==> config.mk <==
export PLATFORM = sky130hd
export DESIGN_NAME = cwfc_top
export DESIGN_NICKNAME = d
export VERILOG_FILES = /design/src/inc/cwfc_pkg.sv /design/src/rtl/cwfc_filter.sv /design/src/rtl/cwfc_top.sv
export VERILOG_INCLUDE_DIRS = /design/src /design/src/inc
export SDC_FILE = /design/constraint.sdc
export NUM_CORES = 1
export LEC_CHECK = 0
export ABC_AREA = 1
export BUFFER_PORTS_ARGS = -buffer_cell sky130_fd_sc_hd__buf_2
export CAP_MARGIN = 5
export CORE_UTILIZATION = 50
export DETAILED_ROUTE_END_ITERATION = 8
export GPL_ROUTABILITY_DRIVEN = 0
export GPL_TIMING_DRIVEN = 0
export PLACE_DENSITY = 0.77
export SLEW_MARGIN = 20
export SYNTH_ARGS = -nofsm -noshare
export SYNTH_HDL_FRONTEND = slang
export SYNTH_HIERARCHICAL = 1
export SYNTH_SLANG_ARGS = --single-unit
==> constraint.sdc <==
create_clock -name CORE_CLK_I -period 2.45 [get_ports CORE_CLK_I]
set_clock_uncertainty 0.15 [all_clocks]
set_input_delay 0.245 -clock CORE_CLK_I [delete_from_list [all_inputs] [get_ports CORE_CLK_I]]
set_output_delay 0.245 -clock CORE_CLK_I [all_outputs]
set_load 0.1 [all_outputs]
==> src/inc/cwfc_regs.svh <==
/*
  constants of the can wake and fault control block: mode encodings,
  bit positions and timing counts.
  assumes a 20 MHz core clock.
*/
`ifndef CWFC_REGS_SVH
`define CWFC_REGS_SVH

// ----------------------------------------
// chip and transceiver mode encodings
// ----------------------------------------
`define CWFC_CHIP_NORMAL   3'h0
`define CWFC_CHIP_STOP     3'h1
`define CWFC_CHIP_SLEEP    3'h2
`define CWFC_CHIP_RESTART  3'h3
`define CWFC_CHIP_FAILSAFE 3'h4
`define CWFC_CAN_OFF       2'h0
`define CWFC_CAN_WAKE      2'h1
`define CWFC_CAN_RXONLY    2'h2
`define CWFC_CAN_NORMAL    2'h3

// ----------------------------------------
// wake source status bit position
// ----------------------------------------
`define CWFC_WK_BUS_BIT    0

// ----------------------------------------
// timing: microseconds and derived cycles at 20 MHz
// ----------------------------------------
`define CWFC_CLK_MHZ       20
`define CWFC_WAKE_US       1
`define CWFC_TXD_TO_US     4500
`define CWFC_BUS_TO_US     4500
`define CWFC_WAKE_CYC      (`CWFC_WAKE_US * `CWFC_CLK_MHZ)
`define CWFC_TXD_TO_CYC    (`CWFC_TXD_TO_US * `CWFC_CLK_MHZ)
`define CWFC_BUS_TO_CYC    (`CWFC_BUS_TO_US * `CWFC_CLK_MHZ)
`define CWFC_CNT_W         17

`endif

==> src/inc/cwfc_pkg.sv <==
/*
  types of the can wake and fault control block.
  assumes cwfc_regs.svh is on the include path.
*/
`default_nettype none
`include "cwfc_regs.svh"
package cwfc_pkg;

  // ----------------------------------------
  // mode fields and fault flags
  // ----------------------------------------
  typedef logic [2:0] cwfc_chip_mode_t;
  typedef logic [1:0] cwfc_can_mode_t;

  typedef struct packed {
    logic bus_wake_flag;
    logic can_fail;
    logic xcvr_supply_low_flag;
  } cwfc_status_t;

  typedef enum logic [1:0] {
    WK_IDLE,
    WK_DOM1,
    WK_REC,
    WK_DOM2
  } cwfc_wup_state_t;

endpackage
`default_nettype wire

==> src/rtl/cwfc_filter.sv <==
/*
  dominant time counter: counts cycles while its input holds, and flags
  when the count reaches the limit.
  assumes a synchronised input on the core clock.
*/
`default_nettype none
`include "cwfc_regs.svh"
module cwfc_filter #(
  parameter logic [`CWFC_CNT_W-1:0] LIMIT = `CWFC_CNT_W'h0_014
) (
  input  wire logic clk_i,
  input  wire logic rst_i,
  input  wire logic level_i,
  output logic      over_o
);
  import cwfc_pkg::*;

  typedef struct packed {
    logic [`CWFC_CNT_W-1:0] cnt;
    logic                   over;
  } cwfc_flt_t;

  cwfc_flt_t st;
  cwfc_flt_t next_st;

  // count up while level holds, saturate at the limit
  always_comb begin
    next_st = st;
    if (!level_i) begin
      next_st.cnt  = '0;
      next_st.over = 1'b0;
    end else if (st.cnt < LIMIT) begin
      next_st.cnt = st.cnt + `CWFC_CNT_W'h0_001;
    end else begin
      next_st.over = 1'b1;
    end
  end

  always_ff @(posedge clk_i or posedge rst_i) begin
    if (rst_i) begin
      st <= '0;
    end else begin
      st <= next_st;
    end
  end

  assign over_o = st.over;
endmodule
`default_nettype wire

==> src/rtl/cwfc_top.sv <==
/*
  can wake and fault control: bus wake detection and reporting per chip
  mode, watchdog re-enable, transmit and bus dominant time-outs and
  transceiver supply undervoltage monitoring.
  assumes pins arrive asynchronous; mode fields come from the spi block
  on the same clock.
*/
// How it works
// - stop-mode bus wake raises interrupt and records wake status
// - stop-mode bus wake also drives receive output low
// - normal-mode bus wake reports the same way
// - stop mode stays after wake; controller commands normal mode
// - stop-mode bus wake re-enables disabled watchdog if enable bit set
// - sleep-mode wake needs dominant phases longer than wake filter time
// - sleep wake goes to restart then normal, receive output low
// - sleep wake raises no interrupt
// - fail-safe wake goes to restart, regulator ramps, receive low
// - transmit dominant too long disables driver, receive only
// - transmit time-out sets failure flag
// - driver returns when transmit dominance ends; mode bits kept
// - bus dominant too long sets failure flag; mode bits kept
// - supply monitored only in can normal/rx-only and chip normal/stop
// - supply undervoltage sets flag and disables transmitter
// - supply recovery re-enables transmitter; mode bits kept
// - after wake mode field reads wake, receive stays low until changed
// - wake re-armed by mode toggle or entry to stop or fail-safe
`default_nettype none
`include "cwfc_regs.svh"
module cwfc_top #(
  parameter logic [`CWFC_CNT_W-1:0] TXD_TO_CYC = `CWFC_CNT_W'(`CWFC_TXD_TO_CYC),
  parameter logic [`CWFC_CNT_W-1:0] BUS_TO_CYC = `CWFC_CNT_W'(`CWFC_BUS_TO_CYC)
) (
  input  wire logic                      CORE_CLK_I,
  input  wire logic                      RST_I,
  input  wire cwfc_pkg::cwfc_chip_mode_t CHIP_MODE_I,
  input  wire cwfc_pkg::cwfc_can_mode_t  CAN_MODE_I,
  input  wire logic                      WATCHDOG_ON_BUS_WAKE_I,
  input  wire logic                      WATCHDOG_EN_I,
  input  wire logic                      BUS_DOMINANT_I,
  input  wire logic                      BUS_TRANSMIT_IN_I,
  input  wire logic                      XCVR_SUPPLY_LOW_I,
  input  wire logic                      STATUS_CLR_I,
  input  wire logic                      RESTART_DONE_I,
  output logic                           BUS_RECEIVE_OUT_O,
  output logic                           INT_N_O,
  output logic                           DRIVER_EN_O,
  output logic                           WATCHDOG_SET_O,
  output logic                           GO_RESTART_O,
  output logic                           GO_NORMAL_O,
  output logic                           REG_RAMP_O,
  output cwfc_pkg::cwfc_status_t         STATUS_O,
  output logic [7:0]                     WAKE_SOURCE_STATUS_O
);
  import cwfc_pkg::*;

  // ----------------------------------------
  // state
  // ----------------------------------------
  typedef struct packed {
    logic [1:0]             bus_s;
    logic [1:0]             txd_s;
    logic [1:0]             uv_s;
    cwfc_can_mode_t         can_prev;
    cwfc_chip_mode_t        chip_prev;
    logic                   armed;
    logic                   woken;
    cwfc_wup_state_t        wup;
    logic [`CWFC_CNT_W-1:0] wcnt;
    logic                   in_restart;
    logic                   rxd;
    logic                   int_n;
    logic                   drv;
    logic                   wd_set;
    logic                   go_rst;
    logic                   go_nrm;
    logic                   ramp;
    cwfc_status_t           status;
  } cwfc_state_t;

  cwfc_state_t st;
  cwfc_state_t next_st;

  logic bus_dom;
  logic txd_dom;
  logic uv;
  logic txd_over;
  logic bus_over;
  logic in_wake_mode;
  logic monitor_uv;
  logic wake_evt;
  logic wake_over;

  // synchronised pin levels (second stage only)
  assign bus_dom = st.bus_s[1];
  assign txd_dom = ~st.txd_s[1];
  assign uv      = st.uv_s[1];

  // ----------------------------------------
  // dominant time-out counters
  // ----------------------------------------
  // transmit time-out only runs in can normal mode
  cwfc_filter #(.LIMIT(TXD_TO_CYC)) u_txd_to (
    .clk_i   (CORE_CLK_I),
    .rst_i   (RST_I),
    .level_i (txd_dom && CAN_MODE_I == `CWFC_CAN_NORMAL),
    .over_o  (txd_over)
  );

  // bus clamp counter in normal or receive only
  cwfc_filter #(.LIMIT(BUS_TO_CYC)) u_bus_to (
    .clk_i   (CORE_CLK_I),
    .rst_i   (RST_I),
    .level_i (bus_dom && (CAN_MODE_I == `CWFC_CAN_NORMAL ||
                          CAN_MODE_I == `CWFC_CAN_RXONLY)),
    .over_o  (bus_over)
  );

  // ----------------------------------------
  // mode decode helpers
  // ----------------------------------------
  function automatic logic is_chip(input cwfc_chip_mode_t m, input cwfc_chip_mode_t v);
    is_chip = (m == v);
  endfunction

  assign in_wake_mode = (CAN_MODE_I == `CWFC_CAN_WAKE) ||
                        is_chip(CHIP_MODE_I, `CWFC_CHIP_FAILSAFE);
  assign monitor_uv   = (CAN_MODE_I == `CWFC_CAN_NORMAL ||
                         CAN_MODE_I == `CWFC_CAN_RXONLY) &&
                        (is_chip(CHIP_MODE_I, `CWFC_CHIP_NORMAL) ||
                         is_chip(CHIP_MODE_I, `CWFC_CHIP_STOP));
  assign wake_over    = st.wcnt >= `CWFC_CNT_W'(`CWFC_WAKE_CYC);

  // wake pattern completes on the second qualified dominant phase
  assign wake_evt = st.wup == WK_DOM2 && bus_dom && wake_over &&
                    st.armed && in_wake_mode;

  // ----------------------------------------
  // next state
  // ----------------------------------------
  always_comb begin
    next_st           = st;
    next_st.bus_s     = {st.bus_s[0], BUS_DOMINANT_I};
    next_st.txd_s     = {st.txd_s[0], BUS_TRANSMIT_IN_I};
    next_st.uv_s      = {st.uv_s[0], XCVR_SUPPLY_LOW_I};
    next_st.can_prev  = CAN_MODE_I;
    next_st.chip_prev = CHIP_MODE_I;
    next_st.wd_set    = 1'b0;
    next_st.go_rst    = 1'b0;
    next_st.go_nrm    = 1'b0;

    // wake pattern filter: dominant, recessive, dominant, each > filter
    case (st.wup)
      WK_IDLE: begin
        next_st.wcnt = '0;
        if (bus_dom && st.armed && in_wake_mode) begin
          next_st.wup = WK_DOM1;
        end
      end
      WK_DOM1: begin
        if (bus_dom) begin
          next_st.wcnt = wake_over ? st.wcnt : st.wcnt + `CWFC_CNT_W'h0_001;
        end else begin
          next_st.wup  = wake_over ? WK_REC : WK_IDLE;
          next_st.wcnt = '0;
        end
      end
      WK_REC: begin
        if (!bus_dom) begin
          next_st.wcnt = wake_over ? st.wcnt : st.wcnt + `CWFC_CNT_W'h0_001;
        end else begin
          next_st.wup  = wake_over ? WK_DOM2 : WK_DOM1;
          next_st.wcnt = '0;
        end
      end
      WK_DOM2: begin
        if (wake_evt) begin
          next_st.wup = WK_IDLE;
        end else if (bus_dom) begin
          next_st.wcnt = st.wcnt + `CWFC_CNT_W'h0_001;
        end else begin
          next_st.wup  = WK_IDLE;
          next_st.wcnt = '0;
        end
      end
      default: begin
        next_st.wup = WK_IDLE;
      end
    endcase
    if (!in_wake_mode || !st.armed) begin
      next_st.wup = WK_IDLE;
    end

    // re-arm on toggle away from wake mode or entry to stop/fail-safe
    if (CAN_MODE_I != `CWFC_CAN_WAKE && !is_chip(CHIP_MODE_I, `CWFC_CHIP_FAILSAFE)) begin
      next_st.armed = 1'b1;
      next_st.woken = 1'b0;
    end
    if ((is_chip(CHIP_MODE_I, `CWFC_CHIP_STOP) &&
         !is_chip(st.chip_prev, `CWFC_CHIP_STOP)) ||
        (is_chip(CHIP_MODE_I, `CWFC_CHIP_FAILSAFE) &&
         !is_chip(st.chip_prev, `CWFC_CHIP_FAILSAFE))) begin
      next_st.armed = 1'b1;
    end

    // wake reaction per chip mode
    if (wake_evt) begin
      next_st.armed = 1'b0;
      next_st.woken = 1'b1;
      next_st.status.bus_wake_flag = 1'b1;
      case (CHIP_MODE_I)
        `CWFC_CHIP_NORMAL: begin
          next_st.int_n = 1'b0;
        end
        `CWFC_CHIP_STOP: begin
          // chip stays in stop; controller must command normal
          next_st.int_n = 1'b0;
          if (WATCHDOG_ON_BUS_WAKE_I && !WATCHDOG_EN_I) begin
            next_st.wd_set = 1'b1;
          end
        end
        `CWFC_CHIP_SLEEP, `CWFC_CHIP_FAILSAFE: begin
          next_st.go_rst     = 1'b1;
          next_st.ramp       = 1'b1;
          next_st.in_restart = 1'b1;
        end
        default: begin
          next_st.int_n = st.int_n;  // restart: stay, no interrupt
        end
      endcase
    end

    // restart finished: hand over to normal mode
    if (st.in_restart && RESTART_DONE_I) begin
      next_st.in_restart = 1'b0;
      next_st.ramp       = 1'b0;
      next_st.go_nrm     = 1'b1;
    end

    // interrupt released by status clear unless a new wake lands
    if (STATUS_CLR_I && !wake_evt) begin
      next_st.int_n                = 1'b1;
      next_st.status.bus_wake_flag = 1'b0;
    end
    if (STATUS_CLR_I && !txd_over && !bus_over) begin
      next_st.status.can_fail = 1'b0;
    end
    if (STATUS_CLR_I && !(monitor_uv && uv)) begin
      next_st.status.xcvr_supply_low_flag = 1'b0;
    end

    // failure flags: set wins over clear
    if (txd_over || bus_over) begin
      next_st.status.can_fail = 1'b1;
    end
    if (monitor_uv && uv) begin
      next_st.status.xcvr_supply_low_flag = 1'b1;
    end

    // receive output: low while woken, follows bus only when receiving
    next_st.rxd = 1'b1;
    if (CAN_MODE_I == `CWFC_CAN_NORMAL || CAN_MODE_I == `CWFC_CAN_RXONLY) begin
      next_st.rxd = ~bus_dom;
    end
    if (st.woken) begin
      next_st.rxd = 1'b0;
    end
    if (wake_evt) begin
      next_st.rxd = 1'b0;
    end

    // driver enabled only in normal mode with no transmit time-out or monitored supply undervoltage
    next_st.drv = (CAN_MODE_I == `CWFC_CAN_NORMAL) && !txd_over &&
                  !(monitor_uv && uv);
  end

  // ----------------------------------------
  // registers
  // ----------------------------------------
  always_ff @(posedge CORE_CLK_I or posedge RST_I) begin
    if (RST_I) begin
      st       <= '0;
      st.int_n <= 1'b1;
      st.rxd   <= 1'b1;
      st.armed <= 1'b1;
      st.bus_s <= 2'h0;
      st.txd_s <= 2'h3;
    end else begin
      st <= next_st;
    end
  end

  // ----------------------------------------
  // outputs straight from flip-flops
  // ----------------------------------------
  assign BUS_RECEIVE_OUT_O    = st.rxd;
  assign INT_N_O              = st.int_n;
  assign DRIVER_EN_O          = st.drv;
  assign WATCHDOG_SET_O       = st.wd_set;
  assign GO_RESTART_O         = st.go_rst;
  assign GO_NORMAL_O          = st.go_nrm;
  assign REG_RAMP_O           = st.ramp;
  assign STATUS_O             = st.status;
  assign WAKE_SOURCE_STATUS_O = {7'h00, st.status.bus_wake_flag};
endmodule
`default_nettype wire

Word level (Yosys, flattened, before mapping)
Index checks and enable logic that the tools add are counted.
- flip-flop bits (word level): 77
- input bits: 14
- equal/unequal tests: 21
- magnitude comparators: 3
- reduce and logical (&&, ||, !) cells: 52
- add/sub/neg operators: 3
- multiplexer cells: 43
- bitwise gates (word level): 2
- operators by type and width (cell ; count):
    $mux W17 ; 7
    $pmux W19 S4 ; 1
    $add A17 B1 Y17 const B ; 3
    $mux W18 ; 2
    $lt A17 B17 Y1 const B ; 2
    $mux W2 ; 13
    $logic_and A1 B1 Y1 ; 21
    $mux W1 ; 20
    $ge A17 B5 Y1 const B ; 1
    $reduce_bool A2 Y1 ; 7
    $logic_not A1 Y1 ; 10
    $ne A2 B2 Y1 const B ; 5
    $ne A3 B3 Y1 const B ; 3
    $eq A2 B2 Y1 const B ; 4
    $eq A3 B1 Y1 const B ; 2
    $eq A3 B3 Y1 const B ; 2
    $logic_or A1 B1 Y1 ; 6
    $eq A2 B1 Y1 const B ; 2
    $ne A4 B3 Y1 const B ; 1
    $reduce_and A2 Y1 ; 2
    $reduce_and A4 Y1 ; 1
    $reduce_or A2 Y1 ; 2
    $eq A3 B2 Y1 const B ; 1
    $logic_not A3 Y1 ; 1
    4 further kinds ; 5

Logic depth before layout (Yosys ltp)
- depth in word-level cells: 9
- gate-level depth with buffers: 11
- depth with buffers taken out: 10

By module
Netlist, hierarchy kept.
- by module, submodules not included (module ; cells an instance ; instances ; area each (sq um)):
    cwfc_filter ; 168 ; 2 ; 1192.4
    cwfc_top ; 329 ; 1 ; 2381.0

Least setup slack after synthesis
Ideal clock, no wire load.
- path type: register to register
- from: register st (netlist bit bus_dom)
- to: register u_bus_to.st (netlist bit u_bus_to/over_o)
- setup time: 0.065 ns
- required time: 2.235 ns
- stages on the path, launching flop included: 8
- arrival: 1.511 ns
- setup slack: 0.724 ns
- path through: dfrtp_1 clkbuf_1 nand2_1 inv_1 buf_1 buf_1 o21ai_0 inv_1
- cells in the longest elaborated chain, start to end: 2
- elaborated cells on any way between the ends: 3
- RTL lines (item ; RTL line ; RTL):
    start, declared ; cwfc_top.sv:80 ; cwfc_state_t st;
    start signal, assigned ; cwfc_top.sv:288 ; st <= next_st;
    $logic_and A1 B1 Y1 (*) ; cwfc_top.sv:113 ; .level_i (bus_dom && (CAN_MODE_I == `CWFC_CAN_NORMAL ||
    $ne A2 B2 Y1 (no source line) or $mux W18 (tied branches) ; - ;
    end signal, assigned ; cwfc_filter.sv:43 ; st <= next_st;
    end, declared ; cwfc_filter.sv:23 ; cwfc_flt_t st;
Every way passes the cells marked *; elsewhere a longest branch is shown, timed or not.
A chain may end at the register's enable or synchronous reset.

==> metrics.yaml <==
critical_path:
  cpMaxStageDelayCell: "dlygate4sd3_1"
  ff2ff_path_depth: 8
  arrival_ns: 2.37
  r2r_end: "WATCHDOG_SET_O"
  cp-end-kind: "flop"
  reg2reg_setup_slack_ns: 0.26
  worst_setup_path_start_kind: "input pin"
  path_cells: "dlygate4sd3_1 > buf_2 > nor2_1 > nand2_1 > nand2_1 > nand3_4 > buf_6 > nor4b_4 > dlygate4sd3_1"
  rr_startpoint: "st[28]"
  worst_ep_required_time_ns: 2.59
  cp_num_buf_inv: 4
  crit_path_max_incr_delay_ns: 0.57
  cp_top_family: "buffers and inverters"
  worstSetupPathType: "input pin to flop"
  path_max_fanout: 10
placement:
  port-buffer-count: 24
  dp_hpwl_mm: 7.93
  place_area_um2: 5090
clocking:
  worstSkewPairLatency_ns: 0.35
  numCtsBuffers: 9
  path_clk_slew_ns: 0.09
  cts_tree: "built"
  cts.sinks: 76
  cts-htree-levels: 3
  root_buffer: "clkbuf_8"
  cts_buffer_depth: 2
floorplan:
  dieWidth_um: 99.6
  core_area_um2: 9240
  std_cell_rows: 35
  die-height_um: 99.6
  num_io_pins: 32
  start_util: 0.516
  die-area_um2: 9930
pwr:
  pwr-share-comb: 0.113
  p_clk_frac: 0.363
  fin_total_pwr_mw: 2.50
  p_per_area_nw_per_um2: 465
  p_sw_frac: 0.305
  total_leakage_power_nw: 2.74
  switchingPower_mw: 0.764
  p_int_mw: 1.74
  ir_drop_uv: 258
  seqPwrFrac: 0.525
drt:
  firstDrtPassIters: 4
  ant_nets: 0
  routed_wirelength_mm: 11.1
  drc_errors: 0
  wl_per_cell_um: 13.0
  vias: 4406
  viasPerCell: 5.17
  drt-initial-drc-count: 199
outcome:
  outcome: "finished, final reports clean"
sta:
  fin_crit_ns: 2.23
  relSlewSlack: 0.535
  tightest_slew_ns: 0.696
  drv_slew: 0
  setup-tns-final_ns: 0
  fin_crit_sh: 0.909
  hold_ws_ns: 0.0287
  final_hold_viol_count: 0
  fmax_mhz: 449
  rsz0062_at_grt: "no"
  setup_viol: 0
logic_synthesis:
  synth_warnings: 6
  ys_top_cells_by_area: "dfrtp_1, nand2_1, nand3_1, inv_1, nand4_1"
  synth_edf_count: 0
  yosysSeqAreaShare: 0.400
  yosysMostFrequentCell: "nand2_1"
  ys_types: 39
  yosys.area.top_type_share: 0.373
  synth-main-ff-cell: "dfrtp_1"
  synth_seq_cells: 76
  syn-cell-area_um2: 4770
  syn_inst: 665
  async_flop_share: 1.00
  yosys.area.top_type: "dfrtp_1"
  ys_top_cells_by_count: "nand2_1, nand3_1, inv_1, dfrtp_1, nor2_1"
  avgSynthCellArea_um2: 7.17
grt:
  antenna_found_initial: 0
  grt_usage: 0.240
  grt_max_degree: 28
  grt-ovfl-total: 0
  grt_pass1_wl_mm: 19.0
  grt_pass1_vias: 4258
final_layout:
  area_delta_synth_final_pct: 12.9
  fin_nets: 736
  fin_util: 0.583
  final_layout_size_suffix_gt1_frac: 0.151
  final_area_um2: 5380
  antennaDiodeCount: 0
flow_run:
  maxCapViolations: 0
worst_hold_path:
  holdPathEnd: "DRIVER_EN_O"
  hold_class: "input pin to flop"
  holdPathStages: 3
  min-delay-start: "CAN_MODE_I[0]"
==> worst reg2reg max path: cells and delay by family, from the launching register on <==
family / cells / cell delay [ns]
simple gates: 5 / 0.64
buf+inv: 3 / 0.87
flops: 1 / 0.48
==> metal layers <==
| metal | vias to the layer above | wire length [µm] | track usage |
|---|---|---|---|
| met5 | - | 0 | 0 |
| met4 | 0 | 206 | 0.0871 |
| met3 | 19 | 404 | 0.0316 |
| met2 | 115 | 5370 | 0.415 |
| met1 | 2043 | 5110 | 0.307 |
| li1 | 2229 | - | - |
==> how the worst max path moves through the flow <==
stage	start	to	slack, ns	depth (start not counted)
finish	CHIP_MODE_I[1]	WATCHDOG_SET_O	0.22	9
global route	CHIP_MODE_I[1]	WATCHDOG_SET_O	0.10	9
CTS	bus_dom	u_bus_to/st[13]	0.21	7
detailed placement	bus_dom	u_bus_to/st[13]	0.24	7
global placement	bus_dom	u_bus_to/st[4]	0.23	7
floorplan	bus_dom	u_bus_to/over_o	0.72	7
==> cells by family after synthesis <==
| group | share of synthesized area |
|---|---|
| compound gates | 0.0596 |
| xor+xnor | 0.00919 |
| fa+ha+maj | 0.0105 |
| buf+inv | 0.111 |
| flops | 0.400 |
| other cells | 0.000787 |
| simple gates | 0.409 |
==> what timing repair did <==
item / in CTS / in global routing
buffers inserted: 0 / 0
hold endpoints to repair: 61 / 0
hold buffers: 11 / 0
endpoints found under the setup margin: 0 / 7
resized for setup: 0 / 1
==> layout make-up <==
| cell class | count | area (µm²) |
|---|---|---|
| fillers | 850 | 3860 |
| repair buffers | 36 | 250 |
| clock inverters | 7 | 57.6 |
| clock buffers | 9 | 124 |
| well taps | 129 | 161 |
| flip-flops and latches | 76 | 1910 |
| plain buffers | 30 | 218 |
| inverters | 83 | 313 |
| multi-input cells | 482 | 2350 |
==> state kept, by name (all words and copies together) (netlist names) <==
| register | cells |
|---|---|
| BUS_RECEIVE_OUT_O | 1 |
| STATUS_O | 3 |
| u_bus_to/st | 17 |
| GO_NORMAL_O | 1 |
| u_txd_to/over_o | 1 |
| u_txd_to/st | 17 |
| st | 27 |
| INT_N_O | 1 |
| GO_RESTART_O | 1 |
| WATCHDOG_SET_O | 1 |
| bus_dom | 1 |
| DRIVER_EN_O | 1 |
| next_st | 3 |
| u_bus_to/over_o | 1 |
==> power groups by stage <==
stage	Clock (mW)	Sequential, mW	Combinational [mW]
after floorplan	0	1.36	0.175
after global placement	0	1.33	0.255
after detailed placement	0	1.34	0.269
after CTS	0.931	1.31	0.282
after global routing	0.973	1.32	0.310
final	0.907	1.31	0.282
==> layout by cell type, fill, tap and decap left out, drive strengths merged <==
master / n
o2111ai: 1
nor3b: 1
a21o: 1
o31ai: 1
nor3: 5
o21a: 2
xnor2: 1
nor2: 79
ha: 4
a21oi: 10
dlygate4sd3: 11
dfstp: 5
o21bai: 6
nand3: 93
clkinvlp: 2
nand4: 41
inv: 86
nor4b: 1
xor2: 4
buf: 53
clkbuf: 11
dfrtp: 71
or2: 4
conb: 7
nand3b: 1
o21ai: 21
clkinv: 2
nand2: 197
a21boi: 2
==> metrics by stage <==
step                      instances  setup slack (ns)
after global placement          824             0.226
after global routing            852             0.100
after floorplan                 671             0.724
after detailed placement        825             0.241
final                           852             0.222
after CTS                       852             0.210
(Power assumes the default switching activity.)
